===== config.mk =====
export PLATFORM = sky130hd
export DESIGN_NAME = usb_otg_control_config_regs
export DESIGN_NICKNAME = d
export VERILOG_FILES = /design/src/logic/usb_ctl_pkg.sv /design/src/logic/usb_otg_control_config_regs.sv
export SDC_FILE = /design/constraint.sdc
export NUM_CORES = 1
export LEC_CHECK = 0
export BUFFER_PORTS_ARGS = -buffer_cell sky130_fd_sc_hd__buf_2
export CAP_MARGIN = 25
export CORE_UTILIZATION = 34
export CTS_BUF_LIST = sky130_fd_sc_hd__clkbuf_16
export DETAILED_ROUTE_END_ITERATION = 7
export PLACE_DENSITY = 0.66
export RECOVER_POWER = 25
export SETUP_SLACK_MARGIN = 0.1
export SLEW_MARGIN = 10
export SYNTH_ARGS = -nofsm -noshare
export SYNTH_HDL_FRONTEND = slang
export SYNTH_SLANG_ARGS = --single-unit

===== constraint.sdc =====
create_clock -name pclk -period 3.43 [get_ports pclk]
set_clock_uncertainty 0.2 [all_clocks]
set_input_delay 0.686 -clock pclk [delete_from_list [all_inputs] [get_ports pclk]]
set_output_delay 0.686 -clock pclk [all_outputs]
set_load 0.1 [all_outputs]

===== src/logic/usb_ctl_pkg.sv =====
package usb_ctl_pkg;

  // Word offsets of the register map (byte addresses)
  localparam logic [7:0] CTRL_OFF   = 8'h00;
  localparam logic [7:0] ADDR_OFF   = 8'h04;
  localparam logic [7:0] TOKEN_OFF  = 8'h08;
  localparam logic [7:0] SOF_OFF    = 8'h0c;
  localparam logic [7:0] CFG1_OFF   = 8'h10;
  localparam logic [7:0] MODE_OFF   = 8'h14;

  // Control register field positions
  localparam int CTL_JST_B    = 7;
  localparam int CTL_SE0_B    = 6;
  localparam int CTL_PKTBSY_B = 5;
  localparam int CTL_BUSRST_B = 4;
  localparam int CTL_HOST_B   = 3;
  localparam int CTL_RESUME_B = 2;
  localparam int CTL_PPRST_B  = 1;
  localparam int CTL_EN_B     = 0;

  // Config 1 field positions
  localparam int CFG_EYE_B  = 7;
  localparam int CFG_OEM_B  = 6;
  localparam int CFG_SIDL_B = 4;

  // Mode register field positions
  localparam int MODE_OTG_B   = 0;
  localparam int MODE_TRDIS_B = 1;

  // Token type codes
  localparam logic [3:0] TOK_SETUP = 4'hd;
  localparam logic [3:0] TOK_IN    = 4'h9;
  localparam logic [3:0] TOK_OUT   = 4'h1;

  // Ping-pong configurations
  localparam logic [1:0] PP_NONE  = 2'h0;
  localparam logic [1:0] PP_EP0O  = 2'h1;
  localparam logic [1:0] PP_ALL   = 2'h2;
  localparam logic [1:0] PP_EP1UP = 2'h3;

  // Threshold overhead in bytes
  localparam logic [7:0] SOF_OVERHEAD = 8'h0a;

  // Reset values
  localparam logic [7:0] BYTE_RST = 8'h00;

  // Frame timing
  localparam int CLK_MHZ      = 200;
  localparam int FRAME_US     = 1000;
  localparam int FRAME_CYCLES = FRAME_US * CLK_MHZ;

  // Bus line state from the transceiver
  typedef struct packed {
    logic dp;
    logic dm;
  } line_t;

  // Pull resistor controls
  typedef struct packed {
    logic dp_up;
    logic dp_down;
    logic dm_up;
    logic dm_down;
  } pulls_t;

endpackage : usb_ctl_pkg


===== src/logic/usb_otg_control_config_regs.sv =====
// Behaviour
// - Live read-only flag shows single-ended zero on the bus lines.
// - Device mode: packet disable stops processing; set by SETUP receipt.
// - Host enable activates host and both data-line pull-downs.
// - Device mode: module enable attaches device with D+ pull-up.
// - Ping-pong reset forces every endpoint pointer to even bank.
// - Host mode: live flag shows J state, speed dependent polarity.
// - Host mode: busy flag high while a token executes.
// - Host mode: frame-start enable sends one SOF token per millisecond.
// - Low-speed select active in host mode; reads zero in device mode.
// - Seven-bit read-write device address in low bits.
// - Token types SETUP 1101, IN 1001, OUT 0001; others reserved.
// - Frame-start threshold equals largest packet size plus ten.
// - Eye-pattern control places transceiver in eye test mode.
// - Output-enable monitor drives active-low OE when transceiver disabled.
// - Stop-in-idle halts the module while the device is idle.
// - Ping-pong config selects even/odd buffering per endpoint group.
// - Resume control drives resume signalling while set.
// - Unimplemented bits, including upper bytes, read as zero.
// - OTG enable clear: pulls follow host and module enables.
// - Transceiver disable switches to the external transceiver interface.
//
// The implementer's own choices: the register addresses and the APB slave port.
`timescale 1ns/1ps
module usb_otg_control_config_regs #(
  parameter int FRAME_CYCLES = usb_ctl_pkg::FRAME_CYCLES
) (
  input  wire logic                 pclk,
  input  wire logic                 presetn,
  input  wire logic                 psel,
  input  wire logic                 penable,
  input  wire logic                 pwrite,
  input  wire logic [7:0]           paddr,
  input  wire logic [31:0]          pwdata,
  output logic      [31:0]          prdata,
  output logic                      pready,
  output logic                      pslverr,
  input  wire usb_ctl_pkg::line_t   line_in,
  input  wire logic                 setup_rx,
  input  wire logic                 token_done,
  input  wire logic                 idle_mode,
  input  wire logic                 line_drive,
  input  wire logic                 sof_sent,
  output usb_ctl_pkg::pulls_t       pulls,
  output logic                      host_mode,
  output logic                      module_run,
  output logic                      packet_processing_disable,
  output logic                      bus_reset_out,
  output logic                      resume_out,
  output logic                      pp_reset,
  output logic      [1:0]           pingpong_config_field,
  output logic                      eye_pattern_test_enable,
  output logic                      transceiver_disable,
  output logic                      ext_oe_n,
  output logic                      low_speed_select,
  output logic      [6:0]           device_address,
  output logic                      token_start,
  output logic      [3:0]           token_type_field,
  output logic      [3:0]           token_endpoint_field,
  output logic      [7:0]           frame_start_threshold_count,
  output logic                      sof_request
);

  localparam int FCW = $clog2(FRAME_CYCLES + 1);
  localparam logic [FCW-1:0] FRAME_LAST = FCW'(FRAME_CYCLES - 1);

  // Two-flop synchronisers for the bus line pins
  logic [1:0] line_s1_r;
  logic [1:0] line_s2_r;
  always_ff @(posedge pclk or negedge presetn) begin
    if (!presetn) begin
      line_s1_r <= 2'h0;
      line_s2_r <= 2'h0;
    end else begin
      line_s1_r <= {line_in.dp, line_in.dm};
      line_s2_r <= line_s1_r;
    end
  end

  // Register storage
  logic       pkt_dis_r;
  logic       bus_rst_r;
  logic       host_en_r;
  logic       resume_r;
  logic       pp_rst_r;
  logic       en_r;
  logic       lspd_r;
  logic [6:0] addr_r;
  logic [3:0] tok_pid_r;
  logic [3:0] tok_ep_r;
  logic       tok_busy_r;
  logic [7:0] sof_cnt_r;
  logic       eye_r;
  logic       oemon_r;
  logic       sidl_r;
  logic [1:0] pp_cfg_r;
  logic       otg_en_r;
  logic       trdis_r;

  // Bus decode
  wire wr_en   = psel && penable && pwrite;
  wire wr_ctrl = wr_en && (paddr == usb_ctl_pkg::CTRL_OFF);
  wire wr_addr = wr_en && (paddr == usb_ctl_pkg::ADDR_OFF);
  wire wr_tok  = wr_en && (paddr == usb_ctl_pkg::TOKEN_OFF);
  wire wr_sof  = wr_en && (paddr == usb_ctl_pkg::SOF_OFF);
  wire wr_cfg  = wr_en && (paddr == usb_ctl_pkg::CFG1_OFF);
  wire wr_mode = wr_en && (paddr == usb_ctl_pkg::MODE_OFF);
  wire mapped  = (paddr == usb_ctl_pkg::CTRL_OFF)  ||
                 (paddr == usb_ctl_pkg::ADDR_OFF)  ||
                 (paddr == usb_ctl_pkg::TOKEN_OFF) ||
                 (paddr == usb_ctl_pkg::SOF_OFF)   ||
                 (paddr == usb_ctl_pkg::CFG1_OFF)  ||
                 (paddr == usb_ctl_pkg::MODE_OFF);

  // Live line state
  wire se0_live = (line_s2_r == 2'h0);
  wire jst_live = lspd_r ? (line_s2_r == 2'h1)
                         : (line_s2_r == 2'h2);
  wire is_host  = host_en_r;

  // Control register writes; live flags are not stored
  always_ff @(posedge pclk or negedge presetn) begin
    if (!presetn) begin
      bus_rst_r <= 1'b0;
      host_en_r <= 1'b0;
      resume_r  <= 1'b0;
      pp_rst_r  <= 1'b0;
      en_r      <= 1'b0;
    end else if (wr_ctrl) begin
      bus_rst_r <= pwdata[usb_ctl_pkg::CTL_BUSRST_B] && is_host;
      host_en_r <= pwdata[usb_ctl_pkg::CTL_HOST_B];
      resume_r  <= pwdata[usb_ctl_pkg::CTL_RESUME_B];
      pp_rst_r  <= pwdata[usb_ctl_pkg::CTL_PPRST_B];
      en_r      <= pwdata[usb_ctl_pkg::CTL_EN_B];
    end
  end

  // Packet disable: SETUP receipt wins over a software clear
  wire pkt_dis_nxt = (setup_rx && !is_host) ? 1'b1 :
                     (wr_ctrl && !is_host) ?
                       pwdata[usb_ctl_pkg::CTL_PKTBSY_B] : pkt_dis_r;
  always_ff @(posedge pclk or negedge presetn) begin
    if (!presetn) pkt_dis_r <= 1'b0;
    else          pkt_dis_r <= pkt_dis_nxt;
  end

  // Token busy: set by a token write, cleared on completion
  wire tok_busy_nxt = (wr_tok && is_host) ? 1'b1 :
                      token_done ? 1'b0 : tok_busy_r;
  always_ff @(posedge pclk or negedge presetn) begin
    if (!presetn) tok_busy_r <= 1'b0;
    else          tok_busy_r <= tok_busy_nxt;
  end

  // Address, token, threshold, config and mode registers
  always_ff @(posedge pclk or negedge presetn) begin
    if (!presetn) begin
      lspd_r    <= 1'b0;
      addr_r    <= 7'h00;
      tok_pid_r <= 4'h0;
      tok_ep_r  <= 4'h0;
      sof_cnt_r <= usb_ctl_pkg::BYTE_RST;
      eye_r     <= 1'b0;
      oemon_r   <= 1'b0;
      sidl_r    <= 1'b0;
      pp_cfg_r  <= usb_ctl_pkg::PP_NONE;
      otg_en_r  <= 1'b0;
      trdis_r   <= 1'b0;
    end else begin
      if (wr_addr) begin
        lspd_r <= pwdata[7];
        addr_r <= pwdata[6:0];
      end
      if (wr_tok) begin
        tok_pid_r <= pwdata[7:4];
        tok_ep_r  <= pwdata[3:0];
      end
      if (wr_sof) sof_cnt_r <= pwdata[7:0];
      if (wr_cfg) begin
        eye_r   <= pwdata[usb_ctl_pkg::CFG_EYE_B];
        oemon_r <= pwdata[usb_ctl_pkg::CFG_OEM_B];
        sidl_r  <= pwdata[usb_ctl_pkg::CFG_SIDL_B];
        pp_cfg_r <= pwdata[1:0];
      end
      if (wr_mode) begin
        otg_en_r <= pwdata[usb_ctl_pkg::MODE_OTG_B];
        trdis_r  <= pwdata[usb_ctl_pkg::MODE_TRDIS_B];
      end
    end
  end

  // Software pull control under OTG features
  logic [3:0] sw_pulls_r;
  always_ff @(posedge pclk or negedge presetn) begin
    if (!presetn)                sw_pulls_r <= 4'h0;
    else if (wr_mode)            sw_pulls_r <= pwdata[7:4];
  end

  // Frame timer: one SOF request per millisecond
  logic [FCW-1:0] frame_cnt_r;
  logic           sof_req_r;
  wire pp_sof_en = en_r;                                    // Host view bit 0
  wire sof_run = is_host && module_run && pp_sof_en;
  wire frame_end = (frame_cnt_r == FRAME_LAST);
  always_ff @(posedge pclk or negedge presetn) begin
    if (!presetn) begin
      frame_cnt_r <= '0;
      sof_req_r   <= 1'b0;
    end else if (!sof_run) begin
      frame_cnt_r <= '0;
      sof_req_r   <= 1'b0;
    end else begin
      frame_cnt_r <= frame_end ? '0 : frame_cnt_r + 1'b1;
      sof_req_r   <= frame_end || (sof_req_r && !sof_sent);
    end
  end

  // Read data assembly, unimplemented bits zero
  wire [7:0] ctrl_dev  = {1'b0, se0_live, pkt_dis_r, 1'b0,
                          host_en_r, resume_r, pp_rst_r, en_r};
  wire [7:0] ctrl_host = {jst_live, se0_live, tok_busy_r, bus_rst_r,
                          host_en_r, resume_r, pp_rst_r, en_r};
  wire [7:0] ctrl_rd   = is_host ? ctrl_host : ctrl_dev;
  wire [7:0] addr_rd   = {lspd_r && is_host, addr_r};
  wire [7:0] cfg_rd    = {eye_r, oemon_r, 1'b0, sidl_r, 2'h0, pp_cfg_r};
  wire [7:0] mode_rd   = {sw_pulls_r, 2'h0, trdis_r, otg_en_r};
  wire [7:0] rd_byte   =
    (paddr == usb_ctl_pkg::CTRL_OFF)  ? ctrl_rd :
    (paddr == usb_ctl_pkg::ADDR_OFF)  ? addr_rd :
    (paddr == usb_ctl_pkg::TOKEN_OFF) ? {tok_pid_r, tok_ep_r} :
    (paddr == usb_ctl_pkg::SOF_OFF)   ? sof_cnt_r :
    (paddr == usb_ctl_pkg::CFG1_OFF)  ? cfg_rd :
    (paddr == usb_ctl_pkg::MODE_OFF)  ? mode_rd : 8'h00;

  // Registered read data, upper bits zero
  always_ff @(posedge pclk or negedge presetn) begin
    if (!presetn)
      prdata <= 32'h0000_0000;
    else if (psel && !penable && !pwrite)
      prdata <= {24'h00_0000, rd_byte};
  end

  // Zero-wait APB answer; unmapped addresses error
  assign pready  = 1'b1;
  assign pslverr = psel && penable && !mapped;

  // Pull resistors: hardware or software control
  wire hw_dp_up = en_r && !host_en_r;
  always_comb begin
    if (otg_en_r) begin
      pulls = usb_ctl_pkg::pulls_t'(sw_pulls_r);
    end else begin
      pulls.dp_up   = hw_dp_up;
      pulls.dm_up   = 1'b0;
      pulls.dp_down = host_en_r;
      pulls.dm_down = host_en_r;
    end
  end

  // Control outputs
  assign module_run    = (en_r || host_en_r) &&
                         !(sidl_r && idle_mode);
  assign host_mode     = host_en_r;
  assign packet_processing_disable = pkt_dis_r;
  assign bus_reset_out = bus_rst_r;
  assign resume_out    = resume_r;
  assign pp_reset      = pp_rst_r;
  assign pingpong_config_field   = pp_cfg_r;
  assign eye_pattern_test_enable = eye_r;
  assign transceiver_disable     = trdis_r;
  assign ext_oe_n = !(oemon_r && trdis_r && line_drive);
  assign low_speed_select = lspd_r && is_host;
  assign device_address   = addr_r;
  assign token_start      = tok_busy_r;
  assign token_type_field = tok_pid_r;
  assign token_endpoint_field        = tok_ep_r;
  assign frame_start_threshold_count = sof_cnt_r;
  assign sof_request      = sof_req_r;
endmodule : usb_otg_control_config_regs


* Yosys cells after proc, flatten, opt, wreduce, memory -nomap -nowiden
Index checks and enable logic that the tools add are counted. Widths: inputs -> output; s select.
Word-level totals: logic and storage cells 91, register bits 73
Operators by class: add/sub/neg operators 1, multiplexer cells 16, reductions and logical operators 42, equality and inequality tests 8
Operators with widths (count):
- $mux 8 | 7
- $mux 18 | 2
- $logic_and 1x1->1 | 24
- $add 18x1->18 const B | 1
- $eq 18x18->1 const B | 1
- $eq 8x4->1 const B | 2
- $eq 8x5->1 const B | 2
- $eq 8x3->1 const B | 1
- $logic_not 8->1 | 1
- $logic_not 1->1 | 7
- $logic_or 1x1->1 | 7
- $mux 1 | 6
- $mux 4 | 1
- $reduce_bool 2->1 | 2
- $eq 2x1->1 const B | 1
- $eq 2x2->1 const B | 1
- $logic_not 2->1 | 1

* Depth between registers and ports, before layout
word-level depth 8, depth in mapped cells 7, gate-level depth less buffers 5

* Worst setup path before layout
Ideal clock, no wire load.
kind reg-to-output, start register host_en_r (netlist: host_mode), end output pulls[3] in the netlist's numbering, arrival 3.213 ns, cell stages (with the launch flop) 3, path slack -0.669 ns, cells stage by stage dfrtp_1 -> clkbuf_1 -> o21ai_0
RTL lines:
- from (decl) | RTL line usb_otg_control_config_regs.sv:83 | logic host_en_r;
- from (signal assigned) | RTL line usb_otg_control_config_regs.sv:131 | host_en_r <= pwdata[usb_ctl_pkg::CTL_HOST_B];
- to (decl) | RTL line usb_otg_control_config_regs.sv:44 | output usb_ctl_pkg::pulls_t pulls,

* Worst setup path in the final report
start input paddr[7], end output pslverr
Between the ends: word-level cells in the longest chain between the ends 8, elaborated cells on any way between the ends 13, classes of those cells eq/ne: 5; reduce/logical: 8
RTL lines:
- from (decl) | RTL line usb_otg_control_config_regs.sv:33 | input wire logic [7:0] paddr,
- $eq 8x3->1 / $logic_not 8->1 (equally long branches) | RTL line usb_otg_control_config_regs.sv:109, usb_otg_control_config_regs.sv:108
- $logic_or 1x1->1 | RTL line usb_otg_control_config_regs.sv:108 | wire mapped = (paddr == usb_ctl_pkg::CTRL_OFF) ||
- $logic_or 1x1->1 | RTL line usb_otg_control_config_regs.sv:109 | (paddr == usb_ctl_pkg::ADDR_OFF) ||
- $logic_or 1x1->1 | RTL line usb_otg_control_config_regs.sv:110 | (paddr == usb_ctl_pkg::TOKEN_OFF) ||
- $logic_or 1x1->1 | RTL line usb_otg_control_config_regs.sv:111 | (paddr == usb_ctl_pkg::SOF_OFF) ||
- $logic_or 1x1->1 (*) | RTL line usb_otg_control_config_regs.sv:112 | (paddr == usb_ctl_pkg::CFG1_OFF) ||
- $logic_not 1->1 (*) | RTL line usb_otg_control_config_regs.sv:245 | assign pslverr = psel && penable && !mapped;
- $logic_and 1x1->1 (*) | RTL line usb_otg_control_config_regs.sv:245
- to (decl) | RTL line usb_otg_control_config_regs.sv:37 | output logic pslverr,
Mark *: on every way between the ends. The rest lies on a longest branch, timed or not.

==> run metrics <==
Clock Tree Root=clkbuf_16; status=finished with violations; Antenna diodes=0; setup violators final=0; stages on the worst setup path=5; Core ar.=10460 sq um; HP Start=line_s1_r[1]$_DFF_PN0_; Startpoint Class=input port; CTS HTree Levels=3; sequential element share of the synthesized area=0.4899; Post-synth top flop=dfrtp_1; Reg2Reg Setup Slack=1.17 ns; violated checks=max-capacitance violations, max-slew violations; worst vdd ir=0.0002799 V; Slew Limit Fails=75; most frequent cells in the layout=buf_2, dfrtp_1, mux2_2, nor2_1, conb_1; CP top delay family=simple AND/OR/NAND/NOR gates; HP Class=flop to flop; drt drc=0; Cells after Synth=339; row count=37; grt ovf=0; reg2reg path depth=4; GRT Total Usage=0.1635; minimum clock period after layout=2.931 ns; worst slew pin tran=2.207 ns; RSZ-0062 raised after global routing=false; count of cell types in the netlist=52; Vias=2713; Slowest-stage cell, CP=or4_4; routed wire length=8.758 mm; max_cap viols=2; Worst EP arrival=2.04 ns; clock slew at reported path FFs=0.05 ns; DR WL/cell=15.78 microns; die area=11390 sq um; Hold Buf Count CTS=0; Critical Path Sink Type=primary output; global-route wire length before repair=14.32 mm; crit-path cells=buf_2 > or4_4 > nor2_1 > a21oi_2 > buf_2; Starting Density=0.3564; Tcrit/Tclk final=0.8544; Lkg Pwr=0.002150 uW; total power=2069 uW; die extent in y=106.7 microns; hold depth=0; crit-path max cell delay=0.57 ns; cts bufs inserted=9; commonest non-fill, non-tap cell in the layout=buf_2; placer's final routability congestion estimate=0.7835; Port Buffers=77; Cell Area, Synth=3729 sq um; Yosys reg bits=73; Total Neg Setup Slack=0 ns; fmax=0.3412 GHz; post-detailed-route count of antenna-violating nets=0; CTS tree=yes; initial antenna violation count=0; WP buf/inv=2; WP data required=2.54 ns; largest net degree at the start of global routing=41; clk_lat worst skew=0.32 ns; Vias/cell=4.888; crit path kind=input port to primary output; pwr/cell area=469.7 nW/um^2; nets@finish=467; Slew headroom=-0.4712; CTS sink cnt=73; Starting DRT DRC Count=94; Max FO, Critical Path=4; cts repair resizes=0; syn_area_per_cell=11.00 sq um; Worst Hold End=line_s2_r[1]$_DFF_PN0_; vias in the first global route=2694; area grow syn2layout=18.15%; Final Hold Vio Count=0; Synth async-reset ratio=1.000; R2R Path End=frame_cnt_r[2]$_DFF_PN0_; die width=106.7 microns; TritonRoute pass-1 iters=7; Post-synth EDFFs=0; Final HPWL DP=6.308 mm; most frequent CP cell=buf_2; CTS Buffer Depth=2; num ports=127; YS warnings=0; share of cells above drive strength 1=0.3461; setup bufs post-CTS=0; start of the worst register-to-register path=frame_cnt_r[13]$_DFF_PN0_
[synth_stat cells, types with 2 or more instances]
cell type	n	share of area
nand4_1	2	0.0034
nand3_2	2	0.0054
o32a_1	3	0.0081
or4_4	2	0.0060
clkbuf_1	5	0.0050
o31ai_1	5	0.010
xor2_1	3	0.0070
mux2_2	41	0.12
nor2b_1	7	0.012
nor2_1	28	0.028
a21oi_1	6	0.0081
or3_1	5	0.0084
and2_1	4	0.0067
nor3_1	5	0.0067
mux2i_1	9	0.024
and3_1	5	0.0084
nand3_1	8	0.011
a22o_1	3	0.0070
a21o_1	2	0.0040
dfrtp_1	73	0.49
buf_6	4	0.012
xnor2_1	10	0.023
conb_1	2	0.0020
nand2b_1	5	0.0084
a211oi_1	2	0.0040
nand2_1	24	0.024
o21ai_0	10	0.013
buf_4	28	0.056
a22oi_1	2	0.0040
buf_2	2	0.0027
inv_1	8	0.0081
nor4_1	4	0.0067
[worst max-delay path by stage]
| stage | from | to | slack, ns |
|---|---|---|---|
| after global placement | paddr[7] | pslverr | 0.51 |
| after global routing | presetn | token_endpoint_field[0]$_DFFE_PN0N_ | 0.36 |
| after detailed placement | paddr[7] | pslverr | 0.50 |
| after floorplan | host_mode$_DFFE_PN0N_ | pulls[3] | 0.09 |
| after CTS | paddr[7] | pslverr | 0.50 |
| final | paddr[7] | pslverr | 0.50 |
[power by group]
part           switching [uW]  internal, uW  total [uW]
Clock                     355           561         916
Sequential               8.81           871         880
Combinational             235          37.0         272
Total                     599          1470        2070
[layout make-up]
class / instances / area, sq um
fill: 1013 / 6057
sequential: 73 / 1827
multi-input combinational: 241 / 1674
timing repair buffer: 81 / 407.9
clock buffer: 9 / 225.2
tap: 136 / 170.2
clock inverter: 7 / 71.32
inverter: 8 / 30.03
[per-stage QoR]
step | hold WS, ns | area, sq um | utilization | setup slack [ns] | std cells
after global placement | 0.1376 | 4116 | 0.3934 | 0.5082 | 539
after CTS | 0.1496 | 4413 | 0.4218 | 0.4997 | 555
after global routing | 0.1639 | 4405 | 0.4211 | 0.3566 | 555
after detailed placement | 0.1394 | 4116 | 0.3934 | 0.4998 | 539
after floorplan | 0.1312 | 3819 | - | 0.09143 | 362
final | 0.1492 | 4405 | 0.4211 | 0.4993 | 555
[routing by layer]
| layer | GRT usage | share of wire |
|---|---|---|
| met4 | 0.04599 | 0.010 |
| met2 | 0.2677 | 0.48 |
| met3 | 0.03708 | 0.061 |
| met1 | 0.2167 | 0.45 |
| met5 | 0 | 0 |
[sequential cells by signal, indices dropped and copies added (netlist names), 2 cells and up]
signal and count:
token_endpoint_field 4, device_address 7, frame_cnt_r 18, line_s2_r 2
prdata 8, line_s1_r 2, frame_start_threshold_count 8, token_type_field 4
pingpong_config_field 2, sw_pulls_r 4
[worst reg2reg max path, cell delays in order, from the launching register on]
cell and delay, ns:
dfrtp_1 0.43, or4b_1 0.53, nor4b_2 0.34, a21o_1 0.51, nor2_1 0.11
[cells by family (layout without fill, tap and decap cells)]
| kind of cell | Yosys count | count (layout) | share of synthesized area |
|---|---|---|---|
| DFF | 73 | 73 | 0.4899 |
| adders and majority gates | 1 | 1 | 0.003355 |
| other | 2 | 25 | 0.002014 |
| xor gates and xnor gates | 13 | 13 | 0.03054 |
| AOI/OAI and AO/OA | 40 | 40 | 0.07383 |
| muxes | 51 | 51 | 0.1510 |
| buffers and inverters | 48 | 105 | 0.08523 |
| and+or+nand+nor | 111 | 111 | 0.1641 |
No activity file was read; power rests on OpenSTA's default activity.
